<file path="config.mk">
export PLATFORM = sky130hd
export DESIGN_NAME = ccpw_top
export DESIGN_NICKNAME = d
export VERILOG_FILES = /design/src/ccpw_top.v
export VERILOG_INCLUDE_DIRS = /design/src
export SDC_FILE = /design/constraint.sdc
export NUM_CORES = 1
export LEC_CHECK = 0
export BUFFER_PORTS_ARGS = -buffer_cell sky130_fd_sc_hd__buf_2
export CORE_UTILIZATION = 44
export DETAILED_ROUTE_END_ITERATION = 8
export GPL_ROUTABILITY_DRIVEN = 0
export GPL_TIMING_DRIVEN = 0
export PLACE_DENSITY = 0.59
export SYNTH_ARGS = -nofsm -noshare
export SYNTH_HDL_FRONTEND = slang
export SYNTH_SLANG_ARGS = --single-unit
</file>
<file path="constraint.sdc">
create_clock -name pclk -period 3.05 [get_ports pclk]
set_input_delay 0.305 -clock pclk [delete_from_list [all_inputs] [get_ports pclk]]
set_output_delay 0.305 -clock pclk [all_outputs]
set_load 0.01 [all_outputs]
</file>
<file path="src/ccpw_map.vh">
// Notes on behaviour
// - high-speed output inverts the module pin on each counter/compare equality
// - high-speed output needs invert-on-hit, hit-sets-flag and comparator enable all set
// - all PWM modules share one counter, so all run at one frequency
// - PWM frequency follows the tick source chosen for the shared counter
// - PWM pin low while count low byte below active duty, else high
// - on count low byte wrap FF to 00, reload byte copies into active duty
// - PWM needs both the PWM bit and comparator enable set
// - only module 4 can be the watchdog; otherwise it works as any module
// - armed watchdog raises an internal reset when module 4 compare equals counter with hit-sets-flag set and PWM clear
// - watchdog reset never drives the external reset pin
// - array interrupt needs array enable bit 6 and global enable bit 7 set
// - mode bits: compare enable 6, hit-sets-flag 3, invert 2, PWM 1, irq enable 0
// - with hit-sets-flag set and PWM clear, equality sets the module hit flag
`ifndef CCPW_MAP_VH
`define CCPW_MAP_VH

// ----------------------------------------------------------------
// register byte offsets
// ----------------------------------------------------------------
`define CCPW_OFF_CTRL 8'h00
`define CCPW_OFF_STATUS 8'h04
`define CCPW_OFF_IRQ_EN 8'h08
`define CCPW_OFF_MASK 8'h0C
`define CCPW_OFF_COUNT 8'h10
`define CCPW_OFF_MODE_BASE 8'h20
`define CCPW_OFF_CMP_BASE 8'h40

// ----------------------------------------------------------------
// field positions
// ----------------------------------------------------------------
`define CCPW_CTRL_RUN 0
`define CCPW_CTRL_WD_ARM 1
`define CCPW_MODE_COMP_EN 6
`define CCPW_MODE_HIT_FLAG 3
`define CCPW_MODE_INVERT 2
`define CCPW_MODE_PWM 1
`define CCPW_MODE_IRQ_EN 0
`define CCPW_IEN_ARRAY 6
`define CCPW_IEN_GLOBAL 7
`define CCPW_ST_OVF 7

// ----------------------------------------------------------------
// reset values and masks
// ----------------------------------------------------------------
`define CCPW_RST_BYTE 8'h00
`define CCPW_RST_WORD 16'h0000
`define CCPW_RST_MODE 7'h00
`define CCPW_MODE_WMASK 7'h4F
`define CCPW_IEN_WMASK 8'hC0
`define CCPW_ST_WMASK 8'h9F
`define CCPW_LOW_WRAP 8'hFF
`define CCPW_CNT_TOP 16'hFFFF

`endif

</file>
<file path="src/ccpw_top.v">
`timescale 1ns/1ps
`include "ccpw_map.vh"

module ccpw_top #(
    parameter NMOD = 5,
    parameter WD_MOD = 4
) (
    // apb clock and reset
    input wire pclk,
    input wire presetn,
    // apb slave
    input wire psel,
    input wire penable,
    input wire pwrite,
    input wire [7:0] paddr,
    input wire [31:0] pwdata,
    output reg [31:0] prdata,
    output reg pready,
    output reg pslverr,
    // tick from the selected counter clock source
    input wire count_tick,
    // module outputs
    output reg [NMOD-1:0] module_output_pin,
    // interrupt and internal chip reset
    output reg irq,
    output reg wdt_reset
);

    // ----------------------------------------------------------------
    // address decode
    // ----------------------------------------------------------------
    localparam [3:0] SEL_CTRL = 4'h0;
    localparam [3:0] SEL_STATUS = 4'h1;
    localparam [3:0] SEL_IRQ_EN = 4'h2;
    localparam [3:0] SEL_MASK = 4'h3;
    localparam [3:0] SEL_COUNT = 4'h4;
    localparam [3:0] SEL_MODE = 4'h5;
    localparam [3:0] SEL_CMP = 4'h6;
    localparam [3:0] SEL_NONE = 4'hF;

    function [3:0] reg_sel;
        input [7:0] a;
        begin
            reg_sel = SEL_NONE;
            if (a == `CCPW_OFF_CTRL)
                reg_sel = SEL_CTRL;
            else if (a == `CCPW_OFF_STATUS)
                reg_sel = SEL_STATUS;
            else if (a == `CCPW_OFF_IRQ_EN)
                reg_sel = SEL_IRQ_EN;
            else if (a == `CCPW_OFF_MASK)
                reg_sel = SEL_MASK;
            else if (a == `CCPW_OFF_COUNT)
                reg_sel = SEL_COUNT;
            else if (a[1:0] == 2'b00 && a[4:2] < NMOD) begin
                if (a[7:5] == `CCPW_OFF_MODE_BASE >> 5)
                    reg_sel = SEL_MODE;
                else if (a[7:5] == `CCPW_OFF_CMP_BASE >> 5)
                    reg_sel = SEL_CMP;
            end
        end
    endfunction

    wire setup_ph = psel & ~penable;
    wire access_done = psel & penable & pready;
    wire [3:0] sel = reg_sel(paddr);
    wire [2:0] mod_idx = paddr[4:2];
    wire wr_done = access_done & pwrite;
    wire rd_done = access_done & ~pwrite;

    // ----------------------------------------------------------------
    // state
    // ----------------------------------------------------------------
    reg run_reg;
    reg wd_arm_reg;
    reg [7:0] status_reg;
    reg [7:0] status_next;
    reg [7:0] irq_en_reg;
    reg [7:0] mask_reg;
    reg [15:0] count_reg;
    reg step_reg;
    reg [6:0] mode_reg [0:NMOD-1];
    reg [7:0] active_duty_byte [0:NMOD-1];
    reg [7:0] duty_reload_byte [0:NMOD-1];
    reg [31:0] rdata_next;
    integer i;

    wire step = run_reg & count_tick;
    wire low_wrap = step & (count_reg[7:0] == `CCPW_LOW_WRAP);
    wire cnt_ovf = step & (count_reg == `CCPW_CNT_TOP);

    // ----------------------------------------------------------------
    // per-module compare decode
    // ----------------------------------------------------------------
    wire [NMOD-1:0] hit;
    wire [NMOD-1:0] hso_on;
    wire [NMOD-1:0] pwm_on;
    wire [NMOD-1:0] flag_set;
    wire [NMOD-1:0] pwm_level;
    wire [NMOD-1:0] irq_gate;

    genvar g;
    generate
        for (g = 0; g < NMOD; g = g + 1) begin : gmod
            // match only in the cycle after an increment
            assign hit[g] = step_reg & mode_reg[g][`CCPW_MODE_COMP_EN] &
                (count_reg == {duty_reload_byte[g], active_duty_byte[g]});
            assign hso_on[g] = mode_reg[g][`CCPW_MODE_COMP_EN] &
                mode_reg[g][`CCPW_MODE_HIT_FLAG] & mode_reg[g][`CCPW_MODE_INVERT] &
                ~mode_reg[g][`CCPW_MODE_PWM];
            assign pwm_on[g] = mode_reg[g][`CCPW_MODE_COMP_EN] &
                mode_reg[g][`CCPW_MODE_PWM];
            assign flag_set[g] = hit[g] & mode_reg[g][`CCPW_MODE_HIT_FLAG] &
                ~mode_reg[g][`CCPW_MODE_PWM];
            // shared count low byte gives every module one period
            assign pwm_level[g] = (count_reg[7:0] >= active_duty_byte[g]);
            assign irq_gate[g] = mode_reg[g][`CCPW_MODE_IRQ_EN];
        end
    endgenerate

    // module 4 doubles as the watchdog only while armed
    wire wd_fire = wd_arm_reg & hit[WD_MOD] &
        mode_reg[WD_MOD][`CCPW_MODE_HIT_FLAG] & ~mode_reg[WD_MOD][`CCPW_MODE_PWM];

    // ----------------------------------------------------------------
    // read mux and status update
    // ----------------------------------------------------------------
    always @* begin
        rdata_next = 32'h0000_0000;
        case (sel)
            SEL_CTRL: begin
                rdata_next[`CCPW_CTRL_RUN] = run_reg;
                rdata_next[`CCPW_CTRL_WD_ARM] = wd_arm_reg;
            end
            SEL_STATUS: rdata_next[7:0] = status_reg;
            SEL_IRQ_EN: rdata_next[7:0] = irq_en_reg;
            SEL_MASK: rdata_next[7:0] = mask_reg;
            SEL_COUNT: rdata_next[15:0] = count_reg;
            SEL_MODE: rdata_next[6:0] = mode_reg[mod_idx];
            SEL_CMP: rdata_next[15:0] = {duty_reload_byte[mod_idx], active_duty_byte[mod_idx]};
            default: rdata_next = 32'h0000_0000;
        endcase
    end

    always @* begin
        status_next = status_reg;
        // clear only what the read returned; new events win
        if (rd_done && sel == SEL_STATUS)
            status_next = status_next & ~prdata[7:0];
        status_next[NMOD-1:0] = status_next[NMOD-1:0] | flag_set;
        status_next[`CCPW_ST_OVF] = status_next[`CCPW_ST_OVF] | cnt_ovf;
        status_next = status_next & `CCPW_ST_WMASK;
    end

    // ----------------------------------------------------------------
    // apb slave: one wait-free access phase, data latched in setup
    // ----------------------------------------------------------------
    always @(posedge pclk or negedge presetn) begin
        if (!presetn) begin
            prdata <= 32'h0000_0000;
            pready <= 1'b0;
            pslverr <= 1'b0;
        end else begin
            pready <= setup_ph;
            if (setup_ph) begin
                prdata <= pwrite ? 32'h0000_0000 : rdata_next;
                pslverr <= (sel == SEL_NONE);
            end else if (access_done) begin
                pslverr <= 1'b0;
            end
        end
    end

    // ----------------------------------------------------------------
    // control, counter and status registers
    // ----------------------------------------------------------------
    always @(posedge pclk or negedge presetn) begin
        if (!presetn) begin
            run_reg <= 1'b0;
            wd_arm_reg <= 1'b0;
            status_reg <= `CCPW_RST_BYTE;
            irq_en_reg <= `CCPW_RST_BYTE;
            mask_reg <= `CCPW_RST_BYTE;
            count_reg <= `CCPW_RST_WORD;
            step_reg <= 1'b0;
        end else begin
            status_reg <= status_next;
            if (wr_done && sel == SEL_CTRL) begin
                run_reg <= pwdata[`CCPW_CTRL_RUN];
                wd_arm_reg <= pwdata[`CCPW_CTRL_WD_ARM];
            end
            if (wr_done && sel == SEL_IRQ_EN)
                irq_en_reg <= pwdata[7:0] & `CCPW_IEN_WMASK;
            if (wr_done && sel == SEL_MASK)
                mask_reg <= pwdata[7:0] & `CCPW_ST_WMASK;
            // a software write to the counter overrides the increment
            if (wr_done && sel == SEL_COUNT) begin
                count_reg <= pwdata[15:0];
                step_reg <= 1'b0;
            end else begin
                if (step)
                    count_reg <= count_reg + 16'h0001;
                step_reg <= step;
            end
        end
    end

    // ----------------------------------------------------------------
    // module modes, duty bytes and outputs
    // ----------------------------------------------------------------
    always @(posedge pclk or negedge presetn) begin
        if (!presetn) begin
            for (i = 0; i < NMOD; i = i + 1) begin
                mode_reg[i] <= `CCPW_RST_MODE;
                active_duty_byte[i] <= `CCPW_RST_BYTE;
                duty_reload_byte[i] <= `CCPW_RST_BYTE;
            end
            module_output_pin <= {NMOD{1'b0}};
        end else begin
            for (i = 0; i < NMOD; i = i + 1) begin
                if (wr_done && sel == SEL_MODE && mod_idx == i)
                    mode_reg[i] <= pwdata[6:0] & `CCPW_MODE_WMASK;
                if (wr_done && sel == SEL_CMP && mod_idx == i) begin
                    active_duty_byte[i] <= pwdata[7:0];
                    duty_reload_byte[i] <= pwdata[15:8];
                end else if (low_wrap && pwm_on[i]) begin
                    active_duty_byte[i] <= duty_reload_byte[i];
                end
                if (pwm_on[i])
                    module_output_pin[i] <= pwm_level[i];
                else if (hso_on[i] && hit[i])
                    module_output_pin[i] <= ~module_output_pin[i];
            end
        end
    end

    // ----------------------------------------------------------------
    // interrupt and watchdog reset
    // ----------------------------------------------------------------
    always @(posedge pclk or negedge presetn) begin
        if (!presetn) begin
            irq <= 1'b0;
            wdt_reset <= 1'b0;
        end else begin
            irq <= irq_en_reg[`CCPW_IEN_GLOBAL] & irq_en_reg[`CCPW_IEN_ARRAY] &
                (|(status_reg[NMOD-1:0] & mask_reg[NMOD-1:0] & irq_gate) |
                 (status_reg[`CCPW_ST_OVF] & mask_reg[`CCPW_ST_OVF]));
            // internal reset only; no external reset pin is driven
            wdt_reset <= wd_fire;
        end
    end

endmodule // ccpw_top

</file>
==> impl_metrics.py <==
metrics = {
    "run_status": {
        "status": "finished clean",
    },
    "finish": {
        "final_cell_area_sq_um": 11100,
        "drive_above_1_share": 0.225,
        "final_cells": 1331,
        "layout_common_cells": "dfrtp_1 (163), nand2_1 (95), mux2_2 (82)",
        "num-nets-final": 1127,
        "final_common_cell": "dfrtp_1",
        "diodes": 0,
        "synthToLayoutAreaGrowth_pct": 13.0,
    },
    "routing": {
        "first_iter_violations": 865,
        "vias": 7990,
        "drc": 0,
        "wl_per_cell_um": 24.8,
        "drt_first_pass_iters": 7,
        "vias_per_cell": 6.00,
        "ant_nets": 0,
        "wirelength_mm": 33.0,
    },
    "grt": {
        "grt_pass1_wl_mm": 48.4,
        "grt_max_degree": 101,
        "antenna_found_initial": 0,
        "overflow": 0,
        "grt.total_usage": 0.299,
        "grt_pass1_vias": 7344,
    },
    "logic_synthesis": {
        "synth_edf_count": 0,
        "syn_area_per_cell_sq_um": 10.3,
        "synth-xor-area-share": 0.0490,
        "syn_inst": 952,
        "ys_seq_area_frac": 0.415,
        "synth.distinct_cells": 62,
        "syn_area_sq_um": 9830,
        "synthFlopType": "dfrtp_1",
        "yosys.area_share.simple": 0.135,
        "synth_seq_cells": 163,
        "synth_compound_area_frac": 0.109,
        "synth_area_leaders": "dfrtp_1 (42%), mux2_2 (9.4%), mux2i_1 (5.9%)",
        "yosysTopAreaCell": "dfrtp_1",
        "synth_top_area_share": 0.415,
        "synth_top_family_by_area": "multiplexers",
        "synthAdderAreaFrac": 0.0522,
        "async_flop_share": 1.00,
        "synthMuxAreaShare": 0.187,
        "synth_warnings": 0,
    },
    "sta": {
        "worst_pin_slew_ps": 1250,
        "timing.fmax_ghz": 0.333,
        "worst_slack_ps": 43.4,
        "maxSlewHeadroom": 0.156,
        "final_hold_viol_count": 0,
        "rsz0062_at_grt": "true",
        "finalSetupViolations": 0,
        "drv_slew": 0,
        "fin_crit_ps": 3010,
        "clock_skew_ps": 13.4,
        "hold_ws_ps": 129,
        "finalCritPeriodShare": 0.986,
    },
    "job": {
        "cap_violations": 0,
    },
    "critical_path": {
        "worstPathArrival_ps": 3310,
        "endpoint": "active_duty_byte[29]",
        "reg2reg_to": "active_duty_byte[29]",
        "reg2reg_depth": 5,
        "crit_type": "flip-flop to flip-flop",
        "r2r-start": "count_reg[4]",
        "worstSetupEndpointType": "flip-flop",
        "critPathMaxFanout": 11,
        "required_ps": 3350,
        "startpoint_type": "flip-flop",
        "r2r_setup_slack_ps": 40,
        "cp-startpoint": "count_reg[4]",
    },
    "placed_design": {
        "place_ws_ps": 85.4,
        "place_inst": 1300,
        "placed_area_sq_um": 10500,
        "dp_hpwl_mm": 24.3,
        "portBuffers": 52,
    },
    "power": {
        "vdd_drop_max_mv": 0.314,
        "finalPower_mw": 4.65,
        "p_leak_nw": 5.06,
        "pwr_density_cell_nw_per_um2": 419,
    },
    "floorplanning": {
        "die_height_um": 151,
        "die_area_sq_um": 22900,
        "io-pin-count": 87,
        "start_util": 0.449,
        "num_rows": 54,
        "core-area_sq_um": 21900,
        "dieWidth_um": 151,
    },
    "worst_hold_path": {
        "worstHoldPathType": "input port to flip-flop",
        "whs_path_depth": 2,
    },
    "clocking": {
        "clock-sinks": 163,
        "ctsResizeCount": 0,
        "postCtsSetupBuffers": 0,
        "clk_path_buf_depth": 2,
        "clkTransAtPathRegs_ps": 70,
        "cts_tree": "built",
        "clk_latency_ps": 440,
        "cts_buffers": 17,
        "htreeDepth": 4,
        "cts.root.buffer_cell": "clkbuf_16",
    },
}
routing by layer:
layer,global-route usage,share of wire,vias to the layer above
met5,0,0,-
met4,0.100,0.030,0
met3,0.0683,0.083,59
met2,0.447,0.44,388
met1,0.424,0.44,3967
li1,-,-,3576
timing repair:
action / in CTS / in global routing
setup endpoints to repair: 0 / 28
endpoints found under the hold margin: 63 / 0
hold buffers: 1 / 0
cell usage after synthesis (all sizes together) (9+ instances only):
cell,number
dfrtp,163
inv,45
o21ai,67
a221o,9
a22oi,10
nor4,11
buf,39
a21oi,31
mux2i,58
ha,41
nand2,95
mux4,12
xor2,38
nor2,52
nor3,11
clkbuf,25
nand4,22
xnor2,17
nand3,19
mux2,86
nor2b,9
cell type report:
type                       count  area [sq um]
buffer                        64           345
sequential                   163          4080
multi-input combinational    695          5290
clock inverter                 9          98.8
fill                        2027         10800
tap                          280           350
inverter                      45           169
timing repair buffer          54           308
clock buffer                  21           460
critical path, stage by stage, from the launching register on:
cell	delay, ps
dfrtp_1	740
and4_1	380
nand4_1	440
nor2_1	920
mux2i_1	260
o21ai_0	120
cell families after synthesis:
family | count (synthesis)
xor gates and xnor gates | 55
other | 1
muxes | 156
adders and majority gates | 41
and+or+nand+nor | 259
DFF | 163
AOI/OAI and AO/OA | 168
buffers and inverters | 109
power breakdown:
group,switching [mW],internal (mW)
Combinational,0.235,0.104
Sequential,0.0167,2.17
Clock,0.945,1.17
metrics by stage:
| stage | utilization | setup TNS (ps) |
|---|---|---|
| finish | 0.507 | 0 |
| global route | 0.507 | -475 |
| CTS | 0.507 | 0 |
| detailed placement | 0.481 | 0 |
| global placement | 0.479 | -161600 |
| floorplan | - | 0 |
worst min-delay path by stage:
stage,start,to,slack [ps]
final,pwdata[3],mode_reg[31],130
after global routing,pwdata[3],mode_reg[31],130
after CTS,pwdata[3],mode_reg[31],120
after detailed placement,presetn,mode_reg[24],300
after global placement,status_reg[3],status_reg[3],470
after floorplan,presetn,active_duty_byte[0],9
(Power assumes the default switching activity.)
